[src/include/freq_rate_pkg.sv]
package freq_rate_pkg;

    localparam int RATE_W = 16;
    localparam int FREQ_W = 16;
    localparam int TIME_W = 32;
    localparam int DLY_W = 19;
    localparam int CNT_W = 16;
    localparam int GRP_W = 3;
    localparam int EVT_W = 3;
    localparam int NUM_EV = 6;

    // One processing cycle is one tick; measurements arrive on this time base
    localparam int TICK_MS = 5;
    localparam int PRE_TRIG_MS = 20;
    localparam int PRE_DEPTH = PRE_TRIG_MS / TICK_MS;
    localparam int REC_DEPTH = 12;
    localparam int REC_IDX_W = 4;

    // Rates in mHz/s, so hysteresis 100 mHz/s and ratio steps of 0.005 p.u.
    localparam logic signed [17:0] HYST_MHZ = 18'sh00064;
    localparam logic [15:0] MAX_RATE_DEF = 16'h4e20;
    localparam logic [7:0] RATIO_SCALE = 8'hc8;
    localparam logic [15:0] RATIO_MAX = 16'hffff;

    typedef enum logic [1:0] {
        ST_NORMAL = 2'b00,
        ST_START = 2'b01,
        ST_TRIP = 2'b10,
        ST_BLOCKED = 2'b11
    } stage_state_t;

    typedef enum logic [1:0] {
        DIR_RISING = 2'b00,
        DIR_FALLING = 2'b01,
        DIR_BOTH = 2'b10
    } dir_mode_t;

    // Event bit positions, also used as event codes in records
    localparam logic [EVT_W-1:0] EV_START_ON = 3'h0;
    localparam logic [EVT_W-1:0] EV_START_OFF = 3'h1;
    localparam logic [EVT_W-1:0] EV_TRIP_ON = 3'h2;
    localparam logic [EVT_W-1:0] EV_TRIP_OFF = 3'h3;
    localparam logic [EVT_W-1:0] EV_BLK_ON = 3'h4;
    localparam logic [EVT_W-1:0] EV_BLK_OFF = 3'h5;

    typedef struct packed {
        logic signed [RATE_W-1:0] rate;
        logic [FREQ_W-1:0] freq;
    } meas_t;

    typedef struct packed {
        logic [15:0] pickup;
        logic [15:0] max_rate;
        logic [DLY_W-1:0] delay;
        dir_mode_t mode;
        logic [GRP_W-1:0] group;
    } settings_t;

    typedef struct packed {
        logic [TIME_W-1:0] stamp;
        logic [EVT_W-1:0] evt;
        meas_t pre;
        meas_t fault;
        logic [GRP_W-1:0] group;
    } record_t;

    typedef struct packed {
        stage_state_t status;
        logic [15:0] rate_abs;
        logic [15:0] ratio;
        logic [DLY_W-1:0] expected;
        logic signed [DLY_W:0] remaining;
    } live_t;

endpackage

[src/core/freq_rate_stage.sv]
`timescale 1ns/10ps
module freq_rate_stage
    import freq_rate_pkg::*;
(
    input wire logic clock,                         // 250 MHz clock
    input wire logic sys_rst,                       // Synchronous reset
    input wire logic tick,                          // Processing cycle strobe
    input wire logic block_in,                      // Blocking matrix input
    input wire freq_rate_pkg::meas_t meas,          // Rate and frequency
    input wire logic [freq_rate_pkg::TIME_W-1:0] time_now,  // Time stamp
    input wire freq_rate_pkg::settings_t settings,  // Active settings
    input wire logic [2:0] ev_sel_on,               // Store ON edges
    input wire logic [2:0] ev_sel_off,              // Store OFF edges
    input wire logic [2:0] cnt_clr,                 // Counter clear pulses
    input wire logic [freq_rate_pkg::REC_IDX_W-1:0] rec_idx, // 0 = newest
    output logic start_out,                         // Start output
    output logic trip_out,                          // Trip output
    output logic blocked_out,                       // Blocked output
    output freq_rate_pkg::live_t live,              // Live values
    output logic [freq_rate_pkg::NUM_EV-1:0] ev_pulse,  // Event pulses
    output logic [freq_rate_pkg::NUM_EV-1:0] ev_store,  // Buffer-selected
    output logic [freq_rate_pkg::TIME_W-1:0] ev_time,   // Event stamp
    output logic [freq_rate_pkg::CNT_W-1:0] cnt_start,  // Start count
    output logic [freq_rate_pkg::CNT_W-1:0] cnt_trip,   // Trip count
    output logic [freq_rate_pkg::CNT_W-1:0] cnt_block,  // Blocked count
    output freq_rate_pkg::record_t rec_out,         // Selected record
    output logic [freq_rate_pkg::REC_IDX_W-1:0] rec_count // Valid records
);
    import freq_rate_pkg::*;

    ////////////////////////////////////////////////////////////////////////
    // Measurement conditioning and pick-up

    logic signed [17:0] rate_s;
    logic [16:0] rate_abs;
    logic signed [17:0] rate_dir;
    logic signed [17:0] pick_lvl;
    logic over_max;
    logic blk_now;
    logic pick_now;
    logic [24:0] ratio_full;
    logic [15:0] ratio_val;

    stage_state_t state_reg, state_next;
    logic pick_reg, pick_next;
    logic [DLY_W-1:0] elapsed_reg, elapsed_next;

    always_comb
    begin
        rate_s = 18'(meas.rate);
        rate_abs = rate_s[17] ? 17'(-rate_s) : 17'(rate_s);
        unique case (settings.mode)
            DIR_RISING: rate_dir = rate_s;
            DIR_FALLING: rate_dir = -rate_s;
            DIR_BOTH: rate_dir = 18'(rate_abs);
            default: rate_dir = 18'(rate_abs);
        endcase
        pick_lvl = 18'({2'b00, settings.pickup});
        over_max = rate_abs > 17'(settings.max_rate);
        // Hold until well below pick-up so a noisy rate cannot chatter
        if (pick_reg)
            pick_now = rate_dir > (pick_lvl - HYST_MHZ);
        else
            pick_now = rate_dir >= pick_lvl;
        blk_now = block_in | over_max;
        ratio_full = 25'(rate_abs) * 25'(RATIO_SCALE);
        if (settings.pickup == 16'h0000)
            ratio_val = RATIO_MAX;
        else if ((ratio_full / 25'(settings.pickup)) > 25'(RATIO_MAX))
            ratio_val = RATIO_MAX;
        else
            ratio_val = 16'(ratio_full / 25'(settings.pickup));
    end

    ////////////////////////////////////////////////////////////////////////
    // Stage state machine, evaluated once per tick

    always_comb
    begin
        state_next = state_reg;
        pick_next = pick_reg;
        elapsed_next = elapsed_reg;
        if (tick)
        begin
            pick_next = pick_now;
            if (!pick_now)
            begin
                state_next = ST_NORMAL;
                elapsed_next = '0;
            end
            else
            begin
                unique case (state_reg)
                    ST_NORMAL:
                    begin
                        elapsed_next = '0;
                        if (blk_now)
                            state_next = ST_BLOCKED;
                        else
                            state_next = ST_START;
                    end
                    ST_START:
                    begin
                        if (blk_now)
                        begin
                            state_next = ST_BLOCKED;
                            elapsed_next = '0;
                        end
                        else if (elapsed_reg + 1'b1 >= settings.delay)
                        begin
                            state_next = ST_TRIP;
                            elapsed_next = settings.delay;
                        end
                        else
                            elapsed_next = elapsed_reg + 1'b1;
                    end
                    // Trip latches until pick-up releases; a late block cannot undo it
                    ST_TRIP: state_next = ST_TRIP;
                    // Held off until the pick-up condition itself goes away
                    ST_BLOCKED: state_next = ST_BLOCKED;
                endcase
            end
        end
    end

    always_ff @(posedge clock)
    begin
        if (sys_rst)
        begin
            state_reg <= ST_NORMAL;
            pick_reg <= 1'b0;
            elapsed_reg <= '0;
        end
        else
        begin
            state_reg <= state_next;
            pick_reg <= pick_next;
            elapsed_reg <= elapsed_next;
        end
    end

    ////////////////////////////////////////////////////////////////////////
    // Outputs, events, counters and live values

    logic [NUM_EV-1:0] ev_next;
    logic [NUM_EV-1:0] store_next;
    logic st_on, tr_on, bl_on;
    logic [CNT_W-1:0] cnt_start_next, cnt_trip_next, cnt_block_next;
    live_t live_next;

    function automatic logic [CNT_W-1:0] count_step(input logic [CNT_W-1:0] cur,
                                                    input logic inc, input logic clr);
        // An occurrence in the clearing cycle is kept
        if (clr)
            count_step = inc ? CNT_W'(1) : '0;
        else
            count_step = cur + CNT_W'(inc);
    endfunction

    always_comb
    begin
        st_on = state_next == ST_START;
        tr_on = state_next == ST_TRIP;
        bl_on = state_next == ST_BLOCKED;
        ev_next = '0;
        ev_next[EV_START_ON] = st_on & !start_out;
        ev_next[EV_START_OFF] = !st_on & start_out;
        ev_next[EV_TRIP_ON] = tr_on & !trip_out;
        ev_next[EV_TRIP_OFF] = !tr_on & trip_out;
        ev_next[EV_BLK_ON] = bl_on & !blocked_out;
        ev_next[EV_BLK_OFF] = !bl_on & blocked_out;
        store_next = ev_next & {ev_sel_off[2], ev_sel_on[2], ev_sel_off[1],
                                ev_sel_on[1], ev_sel_off[0], ev_sel_on[0]};
        cnt_start_next = count_step(cnt_start, ev_next[EV_START_ON], cnt_clr[0]);
        cnt_trip_next = count_step(cnt_trip, ev_next[EV_TRIP_ON], cnt_clr[1]);
        cnt_block_next = count_step(cnt_block, ev_next[EV_BLK_ON], cnt_clr[2]);
        live_next.status = state_next;
        live_next.rate_abs = rate_abs[15:0];
        live_next.ratio = ratio_val;
        live_next.expected = settings.delay;
        if (state_next == ST_START)
            live_next.remaining = (DLY_W+1)'(settings.delay) - (DLY_W+1)'(elapsed_next);
        else
            live_next.remaining = '0;
    end

    always_ff @(posedge clock)
    begin
        if (sys_rst)
        begin
            start_out <= 1'b0;
            trip_out <= 1'b0;
            blocked_out <= 1'b0;
            ev_pulse <= '0;
            ev_store <= '0;
            ev_time <= '0;
            cnt_start <= '0;
            cnt_trip <= '0;
            cnt_block <= '0;
            live <= '0;
        end
        else
        begin
            start_out <= st_on;
            trip_out <= tr_on;
            blocked_out <= bl_on;
            ev_pulse <= ev_next;
            ev_store <= store_next;
            ev_time <= time_now;
            cnt_start <= cnt_start_next;
            cnt_trip <= cnt_trip_next;
            cnt_block <= cnt_block_next;
            live <= live_next;
        end
    end

    ////////////////////////////////////////////////////////////////////////
    // Pre-trigger history and fault records

    meas_t hist_reg [PRE_DEPTH];
    meas_t hist_next [PRE_DEPTH];
    record_t rec_mem [REC_DEPTH];
    logic [REC_IDX_W-1:0] wr_ptr_reg, wr_ptr_next;
    logic [REC_IDX_W-1:0] count_next;
    logic rec_we;
    record_t rec_new;
    record_t rec_out_next;
    logic [REC_IDX_W:0] rd_addr;

    always_comb
    begin
        for (int i = 0; i < PRE_DEPTH; i++)
            hist_next[i] = hist_reg[i];
        if (tick)
        begin
            hist_next[0] = meas;
            for (int i = 1; i < PRE_DEPTH; i++)
                hist_next[i] = hist_reg[i-1];
        end
        rec_we = ev_next[EV_START_ON] | ev_next[EV_TRIP_ON] | ev_next[EV_BLK_ON];
        rec_new.stamp = time_now;
        rec_new.evt = ev_next[EV_TRIP_ON] ? EV_TRIP_ON :
                      (ev_next[EV_BLK_ON] ? EV_BLK_ON : EV_START_ON);
        rec_new.pre = hist_reg[PRE_DEPTH-1];
        rec_new.fault = meas;
        rec_new.group = settings.group;
        wr_ptr_next = wr_ptr_reg;
        count_next = rec_count;
        if (rec_we)
        begin
            // Ring overwrites the oldest entry once full
            wr_ptr_next = (wr_ptr_reg == REC_IDX_W'(REC_DEPTH - 1)) ? '0 : wr_ptr_reg + 1'b1;
            if (rec_count != REC_IDX_W'(REC_DEPTH))
                count_next = rec_count + 1'b1;
        end
        rd_addr = (REC_IDX_W+1)'(REC_DEPTH) + (REC_IDX_W+1)'(wr_ptr_reg)
                  - (REC_IDX_W+1)'(1) - (REC_IDX_W+1)'(rec_idx);
        if (rd_addr >= (REC_IDX_W+1)'(REC_DEPTH))
            rd_addr = rd_addr - (REC_IDX_W+1)'(REC_DEPTH);
        if (rec_idx < rec_count && rd_addr < (REC_IDX_W+1)'(REC_DEPTH))
            rec_out_next = rec_mem[rd_addr[REC_IDX_W-1:0]];
        else
            rec_out_next = '0;
    end

    always_ff @(posedge clock)
    begin
        if (sys_rst)
        begin
            for (int i = 0; i < PRE_DEPTH; i++)
                hist_reg[i] <= '0;
            wr_ptr_reg <= '0;
            rec_count <= '0;
            rec_out <= '0;
        end
        else
        begin
            for (int i = 0; i < PRE_DEPTH; i++)
                hist_reg[i] <= hist_next[i];
            wr_ptr_reg <= wr_ptr_next;
            rec_count <= count_next;
            rec_out <= rec_out_next;
        end
    end

    // Record storage is not reset; rec_count marks which entries are valid
    always_ff @(posedge clock)
    begin
        if (rec_we)
            rec_mem[wr_ptr_reg] <= rec_new;
    end

endmodule

[config.mk]
export PLATFORM = sky130hd
export DESIGN_NAME = freq_rate_stage
export DESIGN_NICKNAME = d
export VERILOG_FILES = /design/src/include/freq_rate_pkg.sv /design/src/core/freq_rate_stage.sv
export SDC_FILE = /design/constraint.sdc
export NUM_CORES = 2
export LEC_CHECK = 0
export BUFFER_PORTS_ARGS = -buffer_cell sky130_fd_sc_hd__buf_2
export CAP_MARGIN = 40
export CORE_MARGIN = 1
export CORE_UTILIZATION = 30
export CTS_CLUSTER_DIAMETER = 40
export DETAILED_ROUTE_END_ITERATION = 8
export GPL_TIMING_DRIVEN = 0
export SKIP_LAST_GASP = 1
export SLEW_MARGIN = 15
export SYNTH_ARGS = -nofsm -noshare
export SYNTH_HDL_FRONTEND = slang
export SYNTH_SLANG_ARGS = --single-unit
[constraint.sdc]
create_clock -name clock -period 68.8 [get_ports clock]
set_clock_uncertainty 0.15 [all_clocks]
set_input_delay 3.44 -clock clock [delete_from_list [all_inputs] [get_ports clock]]
set_output_delay 3.44 -clock clock [all_outputs]
set_load 0.01 [all_outputs]
==> metrics.cfg <==
[outcome]
status=finished, final reports clean

[timing]
tightest_slew_ps=966
relSlewSlack_pct=35.5
layout_min_cycle_time_ps=66520
hold_viol=0
setup_viol=0
setup_tns_ps=0
post-route-period-util_pct=96.7
finalMaxSlewViolations=0
fmax_mhz=15.0
fin_ws_ps=2280

[floorplanning]
dieArea_um2=268000
num_rows=189
ioPinCount=411
coreArea_um2=265000
start_util_pct=30.2
die_x_um=518
die_h_um=518

[grt]
use_met2_pct=30.7
use_met3_pct=2.95
antenna_found_initial=61
track_usage_pct=17.8
overflow=0
top_usage_layer=met2
met1_usage_pct=22.4
grt_first_pass_wirelength_um=362000
grt_pass1_vias=56540
grt_start_max_net_pins=69

[finish]
layout_commonest_cell=edfxtp_1
utilization_pct=37.8
layout.nets=7894
fill_cells=25122
largest_reg_flops=1212
area_growth_pct=25.5
drive_gt1_share_pct=25.4
stdcell_count=11056
most-common-layout-cells=edfxtp_1 (1,212), nor2_1 (622), nand2_1 (459)

[synthesis]
synth.avg_cell_area_um2=12.7
synth-warning-count=0
ys_async_sr_fraction_pct=0
ys_seq_elements=1637
syn_inst=6313
syn-cell-area_um2=79900
seq_area_frac_synth_pct=56.2
synth_edf_count=1212
synthDistinctLibCells=112
synth_nets=6910
synth-main-ff-cell=edfxtp_1

[detailed_routing]
drt_iter0_markers=4675
drt_wl_total_um=249000
route.detailed.drc=0
drtAntennaViolNets=0
vias_per_cell=5.14
wire_per_inst_um=22.5
dr.pass1.iters=5
via_count=56822

[setup_path]
cp_max_fo=20
arrival_ps=67110
max_stage_delay_ps=540
cp_common_cell=o21a_1
start_kind=input pin
worst-path-buf-inv=35
slowest_stage=or4b_4
cp-end-kind=register
worstSetupPathType=input pin to register
required_ps=69390
crit_family=compound AO/OA/AOI/OAI gates

[placed_design]
gp_congestion=0.897
port_buffers=407
dp_cells=10407
pre_cts_ws_ps=-15790
hpwl_um=182000

[clock_tree]
h-tree-depth=4
cts_num_sinks=1637
cts_hold_repair.buffers=0
clockBufferDepth=4
clk_latency_ps=950
cts_buffers=239
path_clk_slew_ps=60
cts_tree=yes
cts_root_buf=clkbuf_16

[job]
drv_cap=0

[min_path]
min_path_type=register to register

[cell families (layout without fill, tap and decap cells)]
family          count (synthesis)  in the layout  share of synthesized area (%)
compound gates               1201           1201                           9.61
flops                        1637           1637                           56.2
xor+xnor                      261            261                           2.86
mux                           524            524                           11.4
simple gates                 1758           1759                           10.3
buf+inv                       468           1658                           2.24
other cells                     1             20                        0.00469
fa+ha+maj                     463            463                           7.36
[area by class of cell]
class | count | area [µm²] | share of cell area [%]
Multi-Input combinational cell | 4209 | 34800 | 34.8
Sequential cell | 1637 | 44900 | 44.8
Clock inverter | 163 | 1870 | 1.87
Timing Repair Buffer | 750 | 5710 | 5.70
Clock buffer | 285 | 6400 | 6.39
Buffer | 243 | 1190 | 1.19
Antenna cell | 19 | 47.5 | 0.0474
Inverter | 217 | 830 | 0.828
Tap cell | 3533 | 4420 | 4.41
[Yosys cell counts (all sizes together) (9+ instances only)]
library cell	count	area (µm²)
xor2	107	937
edfxtp	1212	36400
a31oi	38	244
nor4	29	224
o31ai	51	388
buf	46	208
o211ai	31	233
o21a	121	916
o21ai	181	917
mux2	74	848
nor3	129	661
nor3b	9	95.1
a211oi	21	168
mux2i	147	1470
and3	39	249
nor2	644	2420
dfxtp	425	8510
nand3	99	495
a21oi	459	2310
a21boi	22	165
fa	12	240
ha	448	5610
clkbuf	205	769
a21o	132	991
or3	56	355
inv	217	815
and2	42	263
a31o	15	131
mux4	303	6820
o21bai	18	135
a211o	9	78.8
xnor2	154	1350
nand2	470	1760
or2	23	144
nor2b	73	457
nand2b	43	269
nand4	51	334
or4	11	86.3
o2111ai	9	78.8
[tightest hold or removal path: stages, from the launching register on]
cell and delay, ps:
dfxtp_1 330, mux2i_1 70, nor2_1 80
[final timing paths]
| check | from | endpoint | slack, ps | cells past startpoint |
|---|---|---|---|---|
| worst min register to register | hist_reg[2][28]$_SDFFE_PP0P_ | hist_reg[3][28]$_SDFFE_PP0P_ | 270 | 2 |
| worst min-delay path | hist_reg[2][28]$_SDFFE_PP0P_ | hist_reg[3][28]$_SDFFE_PP0P_ | 270 | 2 |
| worst max register to register | elapsed_reg[0]$_SDFF_PP0_ | live[19]$_SDFF_PP0_ | 59830 | 45 |
| worst max-delay path | meas[16] | live[39]$_SDFF_PP0_ | 2280 | 322 |
[repair_timing]
| action | in CTS | in global routing |
|---|---|---|
| buffers inserted | 69 | 113 |
| setup endpoints to repair | 4 | 2 |
| gates cloned | 0 | 3 |
| pin swaps | 38 | 107 |
| resized for setup | 219 | 209 |
[routing by layer]
metal,wire (µm),share of wire [%],up-vias
met1,101000,41,28447
met4,8960,3.6,16
met2,122000,49,2041
met5,97,0.039,-
met3,16100,6.5,452
li1,-,-,25866
[through the flow]
step	hold slack [ps]	area, µm²
floorplan	296	79900
global placement	316	86300
detailed placement	318	88700
CTS	274	98300
global route	302	100000
finish	270	100000
Power is not shown: default switching activity piles up to over one toggle a cycle in this logic, so the estimate is an artifact.
